`src/scmd_pkg.sv`:
```
// Constants and types for the serial command block interpreter
// Functional notes
// - Processing error writes code into word zero
// - Create code one, connection number in range
// - Word three picks protocol handler
// - Word four picks serial port one-four
// - Word five accepts seven listed baud rates
// - Data bits, parity, stop bits checked
// - Word nine selects flow control mode
// - Option bit enables modem, reads table
// - Dial code 0x0401 starts dial series
// - Command flag chooses modem reset first
// - Dial string address zero is invalid
// - Word five controls busy-tone detection
// - Word six controls dial-tone detection
// - Word seven picks completion modem mode
// - Word eight timeout, words 9-15 zero
// - Complete on modem done, error otherwise
package scmd_pkg;
    localparam int WORD_W = 16;
    localparam int ADDR_W = 4;
    localparam int BLK_WORDS = 16;
    localparam logic [WORD_W-1:0] CMD_CREATE = 16'h0001;
    localparam logic [WORD_W-1:0] CMD_DIAL = 16'h0401;
    localparam logic [WORD_W-1:0] CONN_MIN = 16'h4B15;
    localparam logic [WORD_W-1:0] CONN_MAX = 16'h4B63;
    localparam logic [WORD_W-1:0] PROTO_PEER = 16'h0024;
    localparam logic [WORD_W-1:0] PROTO_GENERIC = 16'h0026;
    localparam logic [WORD_W-1:0] PROTO_TASK = 16'h0020;
    localparam logic [WORD_W-1:0] PORT_MIN = 16'h0001;
    localparam logic [WORD_W-1:0] PORT_MAX = 16'h0004;
    localparam logic [WORD_W-1:0] BAUD_300 = 16'h012C;
    localparam logic [WORD_W-1:0] BAUD_600 = 16'h0258;
    localparam logic [WORD_W-1:0] BAUD_1200 = 16'h04B0;
    localparam logic [WORD_W-1:0] BAUD_2400 = 16'h0960;
    localparam logic [WORD_W-1:0] BAUD_4800 = 16'h12C0;
    localparam logic [WORD_W-1:0] BAUD_9600 = 16'h2580;
    localparam logic [WORD_W-1:0] BAUD_19200 = 16'h4B00;
    localparam logic [WORD_W-1:0] BITS_7 = 16'h0007;
    localparam logic [WORD_W-1:0] BITS_8 = 16'h0008;
    localparam logic [WORD_W-1:0] PAR_MAX = 16'h0002;
    localparam logic [WORD_W-1:0] STOP_1 = 16'h0001;
    localparam logic [WORD_W-1:0] STOP_2 = 16'h0002;
    localparam logic [WORD_W-1:0] FLOW_MAX = 16'h0002;
    localparam logic [WORD_W-1:0] ONE_BIT_MAX = 16'h0001;
    localparam logic [WORD_W-1:0] OPT_MODEM = 16'h0001;
    localparam logic [WORD_W-1:0] ZERO_WORD = 16'h0000;
    // Word offsets in a command block
    localparam logic [ADDR_W-1:0] W_ERR = 4'h0;
    localparam logic [ADDR_W-1:0] W_CMD = 4'h1;
    localparam logic [ADDR_W-1:0] W_CONN = 4'h2;
    localparam logic [ADDR_W-1:0] W_PROTO = 4'h3;
    localparam logic [ADDR_W-1:0] W_FLAG = 4'h3;
    localparam logic [ADDR_W-1:0] W_PORT = 4'h4;
    localparam logic [ADDR_W-1:0] W_DSTR = 4'h4;
    localparam logic [ADDR_W-1:0] W_BAUD = 4'h5;
    localparam logic [ADDR_W-1:0] W_BUSY = 4'h5;
    localparam logic [ADDR_W-1:0] W_BITS = 4'h6;
    localparam logic [ADDR_W-1:0] W_TONE = 4'h6;
    localparam logic [ADDR_W-1:0] W_PAR = 4'h7;
    localparam logic [ADDR_W-1:0] W_DONE = 4'h7;
    localparam logic [ADDR_W-1:0] W_STOP = 4'h8;
    localparam logic [ADDR_W-1:0] W_TMO = 4'h8;
    localparam logic [ADDR_W-1:0] W_FLOW = 4'h9;
    localparam logic [ADDR_W-1:0] W_OPT = 4'hA;
    localparam logic [ADDR_W-1:0] W_TABLE = 4'hB;
    localparam int RSV_LO = 9;
    // Error codes (plain values of our own)
    localparam logic [WORD_W-1:0] ERR_CMD = 16'h0101;
    localparam logic [WORD_W-1:0] ERR_CONN = 16'h0102;
    localparam logic [WORD_W-1:0] ERR_PROTO = 16'h0103;
    localparam logic [WORD_W-1:0] ERR_PORT = 16'h0104;
    localparam logic [WORD_W-1:0] ERR_LINE = 16'h0105;
    localparam logic [WORD_W-1:0] ERR_DIAL = 16'h0106;
    localparam logic [WORD_W-1:0] ERR_NOCONN = 16'h0107;
    localparam logic [WORD_W-1:0] ERR_FAIL = 16'h0108;
    localparam logic [WORD_W-1:0] ERR_TIMEOUT = 16'h0109;
    localparam logic [WORD_W-1:0] ERR_USED = 16'h010A;
    localparam int CLK_HZ = 25000000;
    localparam int TICK_MAX = CLK_HZ - 1;
    typedef enum logic [6:0] {
        ST_IDLE  = 7'b0000001,
        ST_LOAD  = 7'b0000010,
        ST_CHECK = 7'b0000100,
        ST_START = 7'b0001000,
        ST_DIAL  = 7'b0010000,
        ST_WAIT  = 7'b0100000,
        ST_WBACK = 7'b1000000
    } scmd_state_e;
endpackage

```
`src/scmd_blk_if.sv`:
```
// Port bundle between the interpreter and its block memory
`timescale 1ns/1ps
interface scmd_blk_if;
    import scmd_pkg::*;
    logic              we;
    logic [ADDR_W-1:0] waddr;
    logic [WORD_W-1:0] wdata;
    logic [ADDR_W-1:0] raddr;
    logic [WORD_W-1:0] rdata;
    modport owner (output we, output waddr, output wdata, output raddr,
                   input rdata);
    modport mem   (input we, input waddr, input wdata, input raddr,
                   output rdata);
endinterface

```
`src/scmd_interp.sv`:
```
// Command block interpreter: create connection and dial commands
`timescale 1ns/1ps
module scmd_interp
(
    // Clock and reset
    input  wire logic                    clk_sys,
    input  wire logic                    rst,
    // Host block write port and trigger
    input  wire logic                    hostWe,
    input  wire logic [scmd_pkg::ADDR_W-1:0] hostAddr,
    input  wire logic [scmd_pkg::WORD_W-1:0] hostData,
    input  wire logic                    hostGo,
    // Host block read port
    input  wire logic [scmd_pkg::ADDR_W-1:0] hostRdAddr,
    output logic      [scmd_pkg::WORD_W-1:0] hostRdData,
    // Command status
    output logic                         busy,
    output logic                         done,
    output logic      [scmd_pkg::WORD_W-1:0] errCode,
    // Connection settings
    output logic                         connUp,
    output logic      [1:0]              protoSel,
    output logic      [2:0]              portSel,
    output logic      [scmd_pkg::WORD_W-1:0] baudRate,
    output logic                         eightBits,
    output logic      [1:0]              parityMode,
    output logic                         twoStop,
    output logic      [1:0]              flowMode,
    output logic                         modemEn,
    output logic      [scmd_pkg::WORD_W-1:0] tableAddr,
    // Modem dial sequencer
    output logic                         dialStart,
    output logic                         modemResetFirst,
    output logic      [scmd_pkg::WORD_W-1:0] dialStrAddr,
    output logic                         busyDetect,
    output logic                         toneDetect,
    output logic                         stayCmdMode,
    input  wire logic                    modemDialDone,
    input  wire logic                    modemDialFail
);
    import scmd_pkg::*;

    scmd_blk_if blk();
    scmd_blk_mem uMem (
        .clk_sys (clk_sys),
        .bus     (blk.mem)
    );

    scmd_state_e state;
    logic [ADDR_W-1:0] idx;
    logic [WORD_W-1:0] cw [BLK_WORDS];
    logic [WORD_W-1:0] usedConn;
    logic [WORD_W-1:0] pendErr;
    logic [WORD_W-1:0] secLeft;
    logic [31:0]       tick;
    logic [WORD_W-1:0] readData;
    // One flag per connection number: a number is never reused
    localparam int CONN_SPAN = int'(CONN_MAX - CONN_MIN) + 1;
    logic [CONN_SPAN-1:0] usedMap;
    wire logic [WORD_W-1:0] connOfs = cw[W_CONN] - CONN_MIN;

    // Decode of captured block
    wire logic isCreate = (cw[W_CMD] == CMD_CREATE);
    wire logic isDial = (cw[W_CMD] == CMD_DIAL);
    wire logic connOk = (cw[W_CONN] >= CONN_MIN) && (cw[W_CONN] <= CONN_MAX);
    wire logic connFresh = !usedMap[connOfs[6:0]];
    wire logic protoOk = (cw[W_PROTO] == PROTO_PEER) ||
                         (cw[W_PROTO] == PROTO_GENERIC) ||
                         (cw[W_PROTO] == PROTO_TASK);
    wire logic portOk = (cw[W_PORT] >= PORT_MIN) && (cw[W_PORT] <= PORT_MAX);
    wire logic baudOk = (cw[W_BAUD] == BAUD_300) || (cw[W_BAUD] == BAUD_600) ||
                        (cw[W_BAUD] == BAUD_1200) ||
                        (cw[W_BAUD] == BAUD_2400) ||
                        (cw[W_BAUD] == BAUD_4800) ||
                        (cw[W_BAUD] == BAUD_9600) ||
                        (cw[W_BAUD] == BAUD_19200);
    wire logic fmtOk = ((cw[W_BITS] == BITS_7) || (cw[W_BITS] == BITS_8)) &&
                       (cw[W_PAR] <= PAR_MAX) &&
                       ((cw[W_STOP] == STOP_1) || (cw[W_STOP] == STOP_2));
    wire logic flowOk = (cw[W_FLOW] <= FLOW_MAX);
    // only the modem option bit may be set
    wire logic optOk = (cw[W_OPT] <= OPT_MODEM);
    // flag bits above the low bit must be zero
    wire logic flagOk = (cw[W_FLAG] <= ONE_BIT_MAX);
    wire logic dstrOk = (cw[W_DSTR] != ZERO_WORD);
    // busy, tone and done words take 0 or 1
    wire logic detOk = (cw[W_BUSY] <= ONE_BIT_MAX) &&
                       (cw[W_TONE] <= ONE_BIT_MAX) &&
                       (cw[W_DONE] <= ONE_BIT_MAX);
    logic [BLK_WORDS-1:0] rsvZero;
    genvar g;
    generate
        for (g = 0; g < BLK_WORDS; g++)
        begin : gRsv
            assign rsvZero[g] = (g < RSV_LO) || (cw[g] == ZERO_WORD);
        end
    endgenerate
    wire logic rsvOk = &rsvZero;
    // dial must name the live connection
    wire logic dialConnOk = connUp && (cw[W_CONN] == usedConn);

    // first failing check picks the code
    wire logic [WORD_W-1:0] createErr =
        !connOk    ? ERR_CONN  :
        !connFresh ? ERR_USED  :
        !protoOk   ? ERR_PROTO :
        !portOk    ? ERR_PORT  :
        !(baudOk && fmtOk && flowOk && optOk) ? ERR_LINE : ZERO_WORD;
    wire logic [WORD_W-1:0] dialErr =
        !connOk     ? ERR_CONN   :
        !dialConnOk ? ERR_NOCONN :
        !(flagOk && dstrOk && detOk && rsvOk) ? ERR_DIAL : ZERO_WORD;
    wire logic [WORD_W-1:0] checkErr =
        isCreate ? createErr : isDial ? dialErr : ERR_CMD;

    // Host owns the memory while idle; interpreter writes word zero back
    assign blk.we = (state == ST_WBACK) || ((state == ST_IDLE) && hostWe);
    assign blk.waddr = (state == ST_WBACK) ? W_ERR : hostAddr;
    assign blk.wdata = (state == ST_WBACK) ? pendErr : hostData;
    assign blk.raddr = (state == ST_LOAD) ? idx : hostRdAddr;
    assign readData = blk.rdata;
    wire logic secTick = (tick == TICK_MAX);

    always_ff @(posedge clk_sys)
    begin
        if (rst)
        begin
            state <= ST_IDLE;
            idx <= '0;
            pendErr <= '0;
            busy <= 1'b0;
            done <= 1'b0;
            errCode <= '0;
            connUp <= 1'b0;
            usedConn <= '0;
            usedMap <= '0;
            protoSel <= '0;
            portSel <= '0;
            baudRate <= '0;
            eightBits <= 1'b0;
            parityMode <= '0;
            twoStop <= 1'b0;
            flowMode <= '0;
            modemEn <= 1'b0;
            tableAddr <= '0;
            dialStart <= 1'b0;
            modemResetFirst <= 1'b0;
            dialStrAddr <= '0;
            busyDetect <= 1'b0;
            toneDetect <= 1'b0;
            stayCmdMode <= 1'b0;
            secLeft <= '0;
            tick <= '0;
            hostRdData <= '0;
        end
        else
        begin
            hostRdData <= readData;
            done <= 1'b0;
            dialStart <= 1'b0;
            case (state)
                ST_IDLE:
                begin
                    if (hostGo)
                    begin
                        busy <= 1'b1;
                        idx <= '0;
                        state <= ST_LOAD;
                    end
                end
                ST_LOAD:
                begin
                    // Read data lags the address by one cycle
                    if (idx != W_ERR)
                        cw[idx - 4'h1] <= readData;
                    if (idx == 4'hF)
                        state <= ST_CHECK;
                    idx <= idx + 4'h1;
                    if (idx == 4'hF)
                        idx <= 4'hF;
                end
                ST_CHECK:
                begin
                    cw[4'hF] <= readData;
                    state <= ST_START;
                end
                ST_START:
                begin
                    pendErr <= checkErr;
                    if (checkErr != ZERO_WORD)
                        state <= ST_WBACK;
                    else if (isCreate)
                    begin
                        connUp <= 1'b1;
                        usedConn <= cw[W_CONN];
                        usedMap[connOfs[6:0]] <= 1'b1;
                        protoSel <= (cw[W_PROTO] == PROTO_PEER) ? 2'd0 :
                                    (cw[W_PROTO] == PROTO_GENERIC) ? 2'd1 :
                                    2'd2;
                        portSel <= cw[W_PORT][2:0];
                        baudRate <= cw[W_BAUD];
                        eightBits <= (cw[W_BITS] == BITS_8);
                        parityMode <= cw[W_PAR][1:0];
                        twoStop <= (cw[W_STOP] == STOP_2);
                        // modem handshake is left to the user
                        flowMode <= cw[W_FLOW][1:0];
                        modemEn <= cw[W_OPT][0];
                        tableAddr <= cw[W_TABLE];
                        state <= ST_WBACK;
                    end
                    else
                        state <= ST_DIAL;
                end
                ST_DIAL:
                begin
                    // launch the off-hook and dial series
                    dialStart <= 1'b1;
                    // low flag bit clear means reset first
                    modemResetFirst <= ~cw[W_FLAG][0];
                    dialStrAddr <= cw[W_DSTR];
                    busyDetect <= ~cw[W_BUSY][0];
                    toneDetect <= ~cw[W_TONE][0];
                    stayCmdMode <= cw[W_DONE][0];
                    secLeft <= cw[W_TMO];
                    tick <= '0;
                    state <= ST_WAIT;
                end
                ST_WAIT:
                begin
                    tick <= secTick ? '0 : tick + 32'd1;
                    if (secTick && secLeft != ZERO_WORD)
                        secLeft <= secLeft - 16'h0001;
                    if (modemDialFail)
                    begin
                        pendErr <= ERR_FAIL;
                        state <= ST_WBACK;
                    end
                    else if (modemDialDone)
                        state <= ST_WBACK;
                    // A zero timeout waits on the modem alone
                    else if (secTick && secLeft == 16'h0001)
                    begin
                        pendErr <= ERR_TIMEOUT;
                        state <= ST_WBACK;
                    end
                end
                ST_WBACK:
                begin
                    // error code lands in word zero
                    errCode <= pendErr;
                    busy <= 1'b0;
                    done <= 1'b1;
                    state <= ST_IDLE;
                end
                default:
                    state <= ST_IDLE;
            endcase
        end
    end
endmodule

```
`src/scmd_blk_mem.sv`:
```
// Sixteen-word command block memory with registered read
`timescale 1ns/1ps
module scmd_blk_mem
    import scmd_pkg::*;
(
    // Clock
    input  wire logic  clk_sys,
    // Access
    scmd_blk_if.mem    bus
);
    logic [WORD_W-1:0] words [BLK_WORDS];

    always_ff @(posedge clk_sys)
    begin
        if (bus.we)
            words[bus.waddr] <= bus.wdata;
        bus.rdata <= words[bus.raddr];
    end
endmodule

```
`config.mk`:
```
export PLATFORM = sky130hd
export DESIGN_NAME = scmd_interp
export DESIGN_NICKNAME = d
export VERILOG_FILES = /design/src/scmd_pkg.sv /design/src/scmd_blk_if.sv /design/src/scmd_interp.sv /design/src/scmd_blk_mem.sv
export SDC_FILE = /design/constraint.sdc
export NUM_CORES = 1
export LEC_CHECK = 0
export BUFFER_PORTS_ARGS = -buffer_cell sky130_fd_sc_hd__buf_4
export CAP_MARGIN = 20
export CORE_ASPECT_RATIO = 0.75
export CORE_MARGIN = 5
export CORE_UTILIZATION = 55
export CTS_CLUSTER_DIAMETER = 100
export DETAILED_ROUTE_END_ITERATION = 8
export PLACE_DENSITY = 0.7
export SLEW_MARGIN = 20
export SYNTH_ARGS = -nofsm -noshare
export SYNTH_HDL_FRONTEND = slang
export SYNTH_SLANG_ARGS = --single-unit
```
`constraint.sdc`:
```
create_clock -name clk_sys -period 9.9 [get_ports clk_sys]
set_clock_uncertainty 0.15 [all_clocks]
set_input_delay 0.99 -clock clk_sys [delete_from_list [all_inputs] [get_ports clk_sys]]
set_output_delay 0.99 -clock clk_sys [all_outputs]
set_load 0.005 [all_outputs]
```
Word level (Yosys, flattened, before mapping):

Memories as Yosys holds them, arrays and structs flattened. A register that Yosys moved wholly into a read port is not among the register bits.
Cells that the tools add are included.

* muxes and demuxes: 54
* bitwise gates (word level): 5
* add/sub/neg operators: 5
* reductions and logical operators: 51
* equal/unequal tests: 33
* magnitude comparators: 13

Operator list (count)
* $logic_not A16 Y1: 7
* $mux W16: 6
* $mux W9: 10
* $le A16 B1 Y1 const B: 5
* $or A79 B79 Y79: 1
* $pmux W16 S2: 2
* $pmux W32 S2: 1
* $mux W7: 7
* $eq A16 B1 Y1 const B: 3
* $eq A16 B6 Y1 const B: 3
* $reduce_bool A16 Y1: 3
* $pmux W7 S6: 1
* $add A32 B1 Y32 const B: 1
* $eq A16 B11 Y1 const B: 2
* $eq A32 B25 Y1 const B: 1
* $le A16 B2 Y1 const B: 2
* $mux W32: 1
* $mux W4: 5
* $logic_and A1 B1 Y1: 17
* $eq A16 B10 Y1 const B: 1
* $eq A16 B12 Y1 const B: 1
* $eq A16 B13 Y1 const B: 1
* $eq A16 B14 Y1 const B: 1
* $eq A16 B15 Y1 const B: 1
* other kinds (41): 78

* RAM bits: 512
* register bits: 254
* memories kept: 2
* word-level logic and storage cells: 189
* input port bits: 30

Memory list
* cw: words 16, width 16, read ports 16, clocked after memory_dff 1, wr ports 1, RTL line scmd_interp.sv:51 `logic [WORD_W-1:0] cw [BLK_WORDS];`
* uMem.words: words 16, width 16, read ports 1, clocked after memory_dff 1, wr ports 1, RTL line scmd_blk_mem.sv:11 `logic [WORD_W-1:0] words [BLK_WORDS];`

Longest topological paths before layout:

An unclocked memory read counts as a cell.

* depth after elaboration: 20
* depth in mapped cells: 17

Hierarchy:

Synthesis repeated with hierarchy kept, for this count alone.

* cells, all modules: 2232
* area total of the unflattened synthesis: 30058.8 um2

Modules (own cells, without submodules)
* scmd_interp: cells an instance 1800, sequential area each 12171.7 um2, instances 1, area an instance 20016.7 um2
* scmd_blk_mem: cells an instance 432, sequential area each 8007.7 um2, instances 1, area an instance 10042.1 um2

Least setup slack after synthesis:

Ideal clock, no wire load.

* path kind: register to register
* start: memory cw[2][0]
* end: register usedMap[25]
* arrival time: 3.920 ns
* setup slack: 5.742 ns
* stages on the path, launching flop included: 16
* setup time: 0.088 ns
* required time: 9.662 ns
* path through: edfxtp_1 buf_6 buf_4 clkinv_1 ha_1 buf_2 xnor2_2 mux2_2 o31a_1 or4_1 a22o_1 or4b_1 buf_2 buf_6 buf_6 o31ai_1

RTL lines
* start: declaration: RTL line scmd_interp.sv:51
* end signal: assignment: RTL line scmd_interp.sv:136 `usedMap <= '0;`
* end signal: indexed assignment: RTL line scmd_interp.sv:196 `usedMap[connOfs[6:0]] <= 1'b1;`
* end: declaration: RTL line scmd_interp.sv:59 `logic [CONN_SPAN-1:0] usedMap;`

==> impl_metrics.csv <==
group,metric,value,unit
clock_tree,cts_root_buf,"clkbuf_16",
critical_path,crit_family,"simple AND/OR/NAND/NOR gates",
power,clock_power_share,41.9,%
power,power_density,192,nW/um^2
floorplanning,die_x,278,um
clock_tree,cts_hold_buf,0,
timing,fin_crit_sh,53.3,%
detailed_routing,vias,19139,
finish,nNetsFinal,2358,
critical_path,cp_data_arrival_time,5630,ps
grt,overflow,0,
critical_path,worstPathRequired,10250,ps
finish,drive_gt1_share,16.1,%
floorplanning,initial_core_util,55.7,%
detailed_routing,vias_per_cell,6.19,
outcome,status,"completed",
clock_tree,cts_sinks,760,
synthesis,netlist_area,29600,sq um
finish,layout_commonest_cell,"edfxtp_1",
clock_tree,path_clk_slew,60,ps
synthesis,synth_ff_type,"edfxtp_1",
power,report.power.total,6470,uW
clock_tree,htreeDepth,3,
synthesis,synth_edf_count,496,
timing,period_needed,5280,ps
power,swShare,22.3,%
power,power.switching,1440,uW
clock_tree,cts_buffers,72,
synthesis,syn_inst,2201,
grt,grt_pass1_vias,18389,
timing,slew_headroom,23.8,%
timing,setup_viol,0,
synthesis,ys_async_sr_fraction,0,%
run,drv_cap,0,
critical_path,crit_chain,"buf_4 > clkinv_1 > ha_1 > xnor2_2 > mux2_2 > o31a_1 > or4_1 > a22o_1 > or4b_4 > o32ai_1",
critical_path,crit_slowest_cell,"or4b_4",
power,leakage,0.0110,uW
finish,synthToLayoutAreaGrowth,13.8,%
power,p_comb_share,3.4,%
timing,fmax,189,MHz
detailed_routing,wl_per_cell,23.9,um
finish,diodes,0,
detailed_routing,drc,0,
grt,grt_max_degree,89,
detailed_routing,first_pass_iters,6,
grt,antenna_found_initial,1,
synthesis,synthDistinctLibCells,71,
placement,gp_congestion,0.910,
floorplanning,core_area,53200,sq um
timing,fin_ws,4620,ps
timing,hold_viol_final,0,
detailed_routing,drt_iter0_markers,2085,
timing,worst_pin_slew,1140,ps
clock_tree,cts_setup_buffers,0,
grt,grt_usage,24.7,%
placement,hpwl,45900,um
critical_path,critPathBufInv,2,
power,seqPwrFrac,54.7,%
timing,grt_setup_unrepaired,"false",
grt,grt_pass1_wl,112000,um
floorplanning,pin_count,130,
detailed_routing,antenna_left,0,
finish,layout_common_cells,"496 x edfxtp_1, 263 x dfxtp_1, 165 x buf_4, 148 x nand2_1, 138 x a21oi_1",
floorplanning,die_height,211,um
critical_path,cp-start-kind,"flip-flop",
power,internal-power,5030,uW
clock_tree,cts_tree,"done",
clock_tree,clkLatencyLatePin,630,ps
placement,place_ws,4710,ps
floorplanning,die-area,58700,sq um
power,peakVddDrop,0.147,mV
finish,final_util,63.4,%
synthesis,seq_area_frac_synth,68.1,%
timing,tns,0,ps
critical_path,cp_max_fo,88,
critical_path,slowest_delay,950,ps
synthesis,ys_ff_latch,760,
synthesis,syn_avg_cell_area,13.5,sq um
finish,fill_cells,3829,
clock_tree,cts_resized,0,
synthesis,yosysWarnings,0,
timing,finalMaxSlewViolations,0,
critical_path,endpoint_kind,"flip-flop",
detailed_routing,drt_wl_total,73700,um
floorplanning,fp-row-count,73,
clock_tree,clockBufferDepth,3,
placement,io_buffers,118,
critical_path,crit_type,"reg2reg",
min_path,hold_class,"reg2reg",
## worst reg2reg max path: stages (launching register included)
cell,delay [ps]
edfxtp_1,320
buf_4,400
clkinv_1,340
ha_1,430
xnor2_2,850
mux2_2,440
o31a_1,100
or4_1,400
a22o_1,300
or4b_4,950
o32ai_1,470
## Yosys cell counts, types with 29 or more instances
master | n | area share, %
a21oi_1 | 139 | 2.3
clkbuf_1 | 88 | 1.1
dfxtp_1 | 264 | 18
edfxtp_1 | 496 | 50
inv_1 | 72 | 0.91
mux4_2 | 80 | 6.1
nand2_1 | 148 | 1.9
nand2b_1 | 39 | 0.82
nand3_1 | 77 | 1.3
nand4_1 | 29 | 0.61
nor2_1 | 139 | 1.8
nor2b_1 | 40 | 0.84
nor3_1 | 36 | 0.61
nor4_1 | 71 | 1.5
o21ai_0 | 95 | 1.6
o31ai_1 | 33 | 0.84
o32ai_1 | 52 | 1.5
## power groups by stage
stage	Clock [uW]	Combinational [uW]	Sequential, uW
after floorplan	0	150	3540
after global placement	0	217	3610
after detailed placement	0	221	3610
after CTS	2750	223	3540
after global routing	2890	241	3540
final	2710	221	3540
## state kept, by name, summed over array words and instances, names as in the netlist, 32 cells and up
name	flops
cw	240
tick	32
uMem.words	256
usedMap	79
## metal layers
layer | GRT usage [%] | share of wire, % | routed length, um
met4 | 5.37 | 1.8 | 1300
met2 | 38.9 | 47 | 34500
met5 | 0 | 0.027 | 20
met3 | 5.09 | 8.1 | 5980
met1 | 36.5 | 43 | 31900
## path summary, 6_finish.rpt
check	startpoint	endpoint	slack, ps	cells after the start
hold reg to reg	usedMap[75]	usedMap[75]	310	2
hold / removal	usedMap[75]	usedMap[75]	310	2
setup / recovery	cw[2][0]	usedMap[43]	4620	10
setup reg to reg	cw[2][0]	usedMap[43]	4620	10
## final cells by class
cell class                 instances  area, sq um  area share [%]
clock inverter                    35          350            1.04
clock buffer                      96         1990            5.91
tap                              712          891            2.64
sequential                       760        20200            59.9
timing repair buffer             167         1280            3.79
multi-input combinational       1247         8750            26.0
inverter                          73          274           0.813
## cells by family after synthesis
| family | synth area share, % |
|---|---|
| xor gates and xnor gates | 0.731 |
| DFF | 68.1 |
| AOI/OAI and AO/OA | 9.15 |
| adders and majority gates | 0.296 |
| buffers and inverters | 2.92 |
| muxes | 7.10 |
| and+or+nand+nor | 11.7 |
| other | 0.0127 |
## metrics by stage
step                      std cells  hold WS, ps  instance area (sq um)
after global placement         2958          289                  31300
after detailed placement       2958          296                  31300
after CTS                      3089          307                  33700
after global routing           3090          327                  33700
final                          3090          309                  33700
after floorplan                2211          277                  29700
Note: power is estimated with default switching activity, not from simulation.
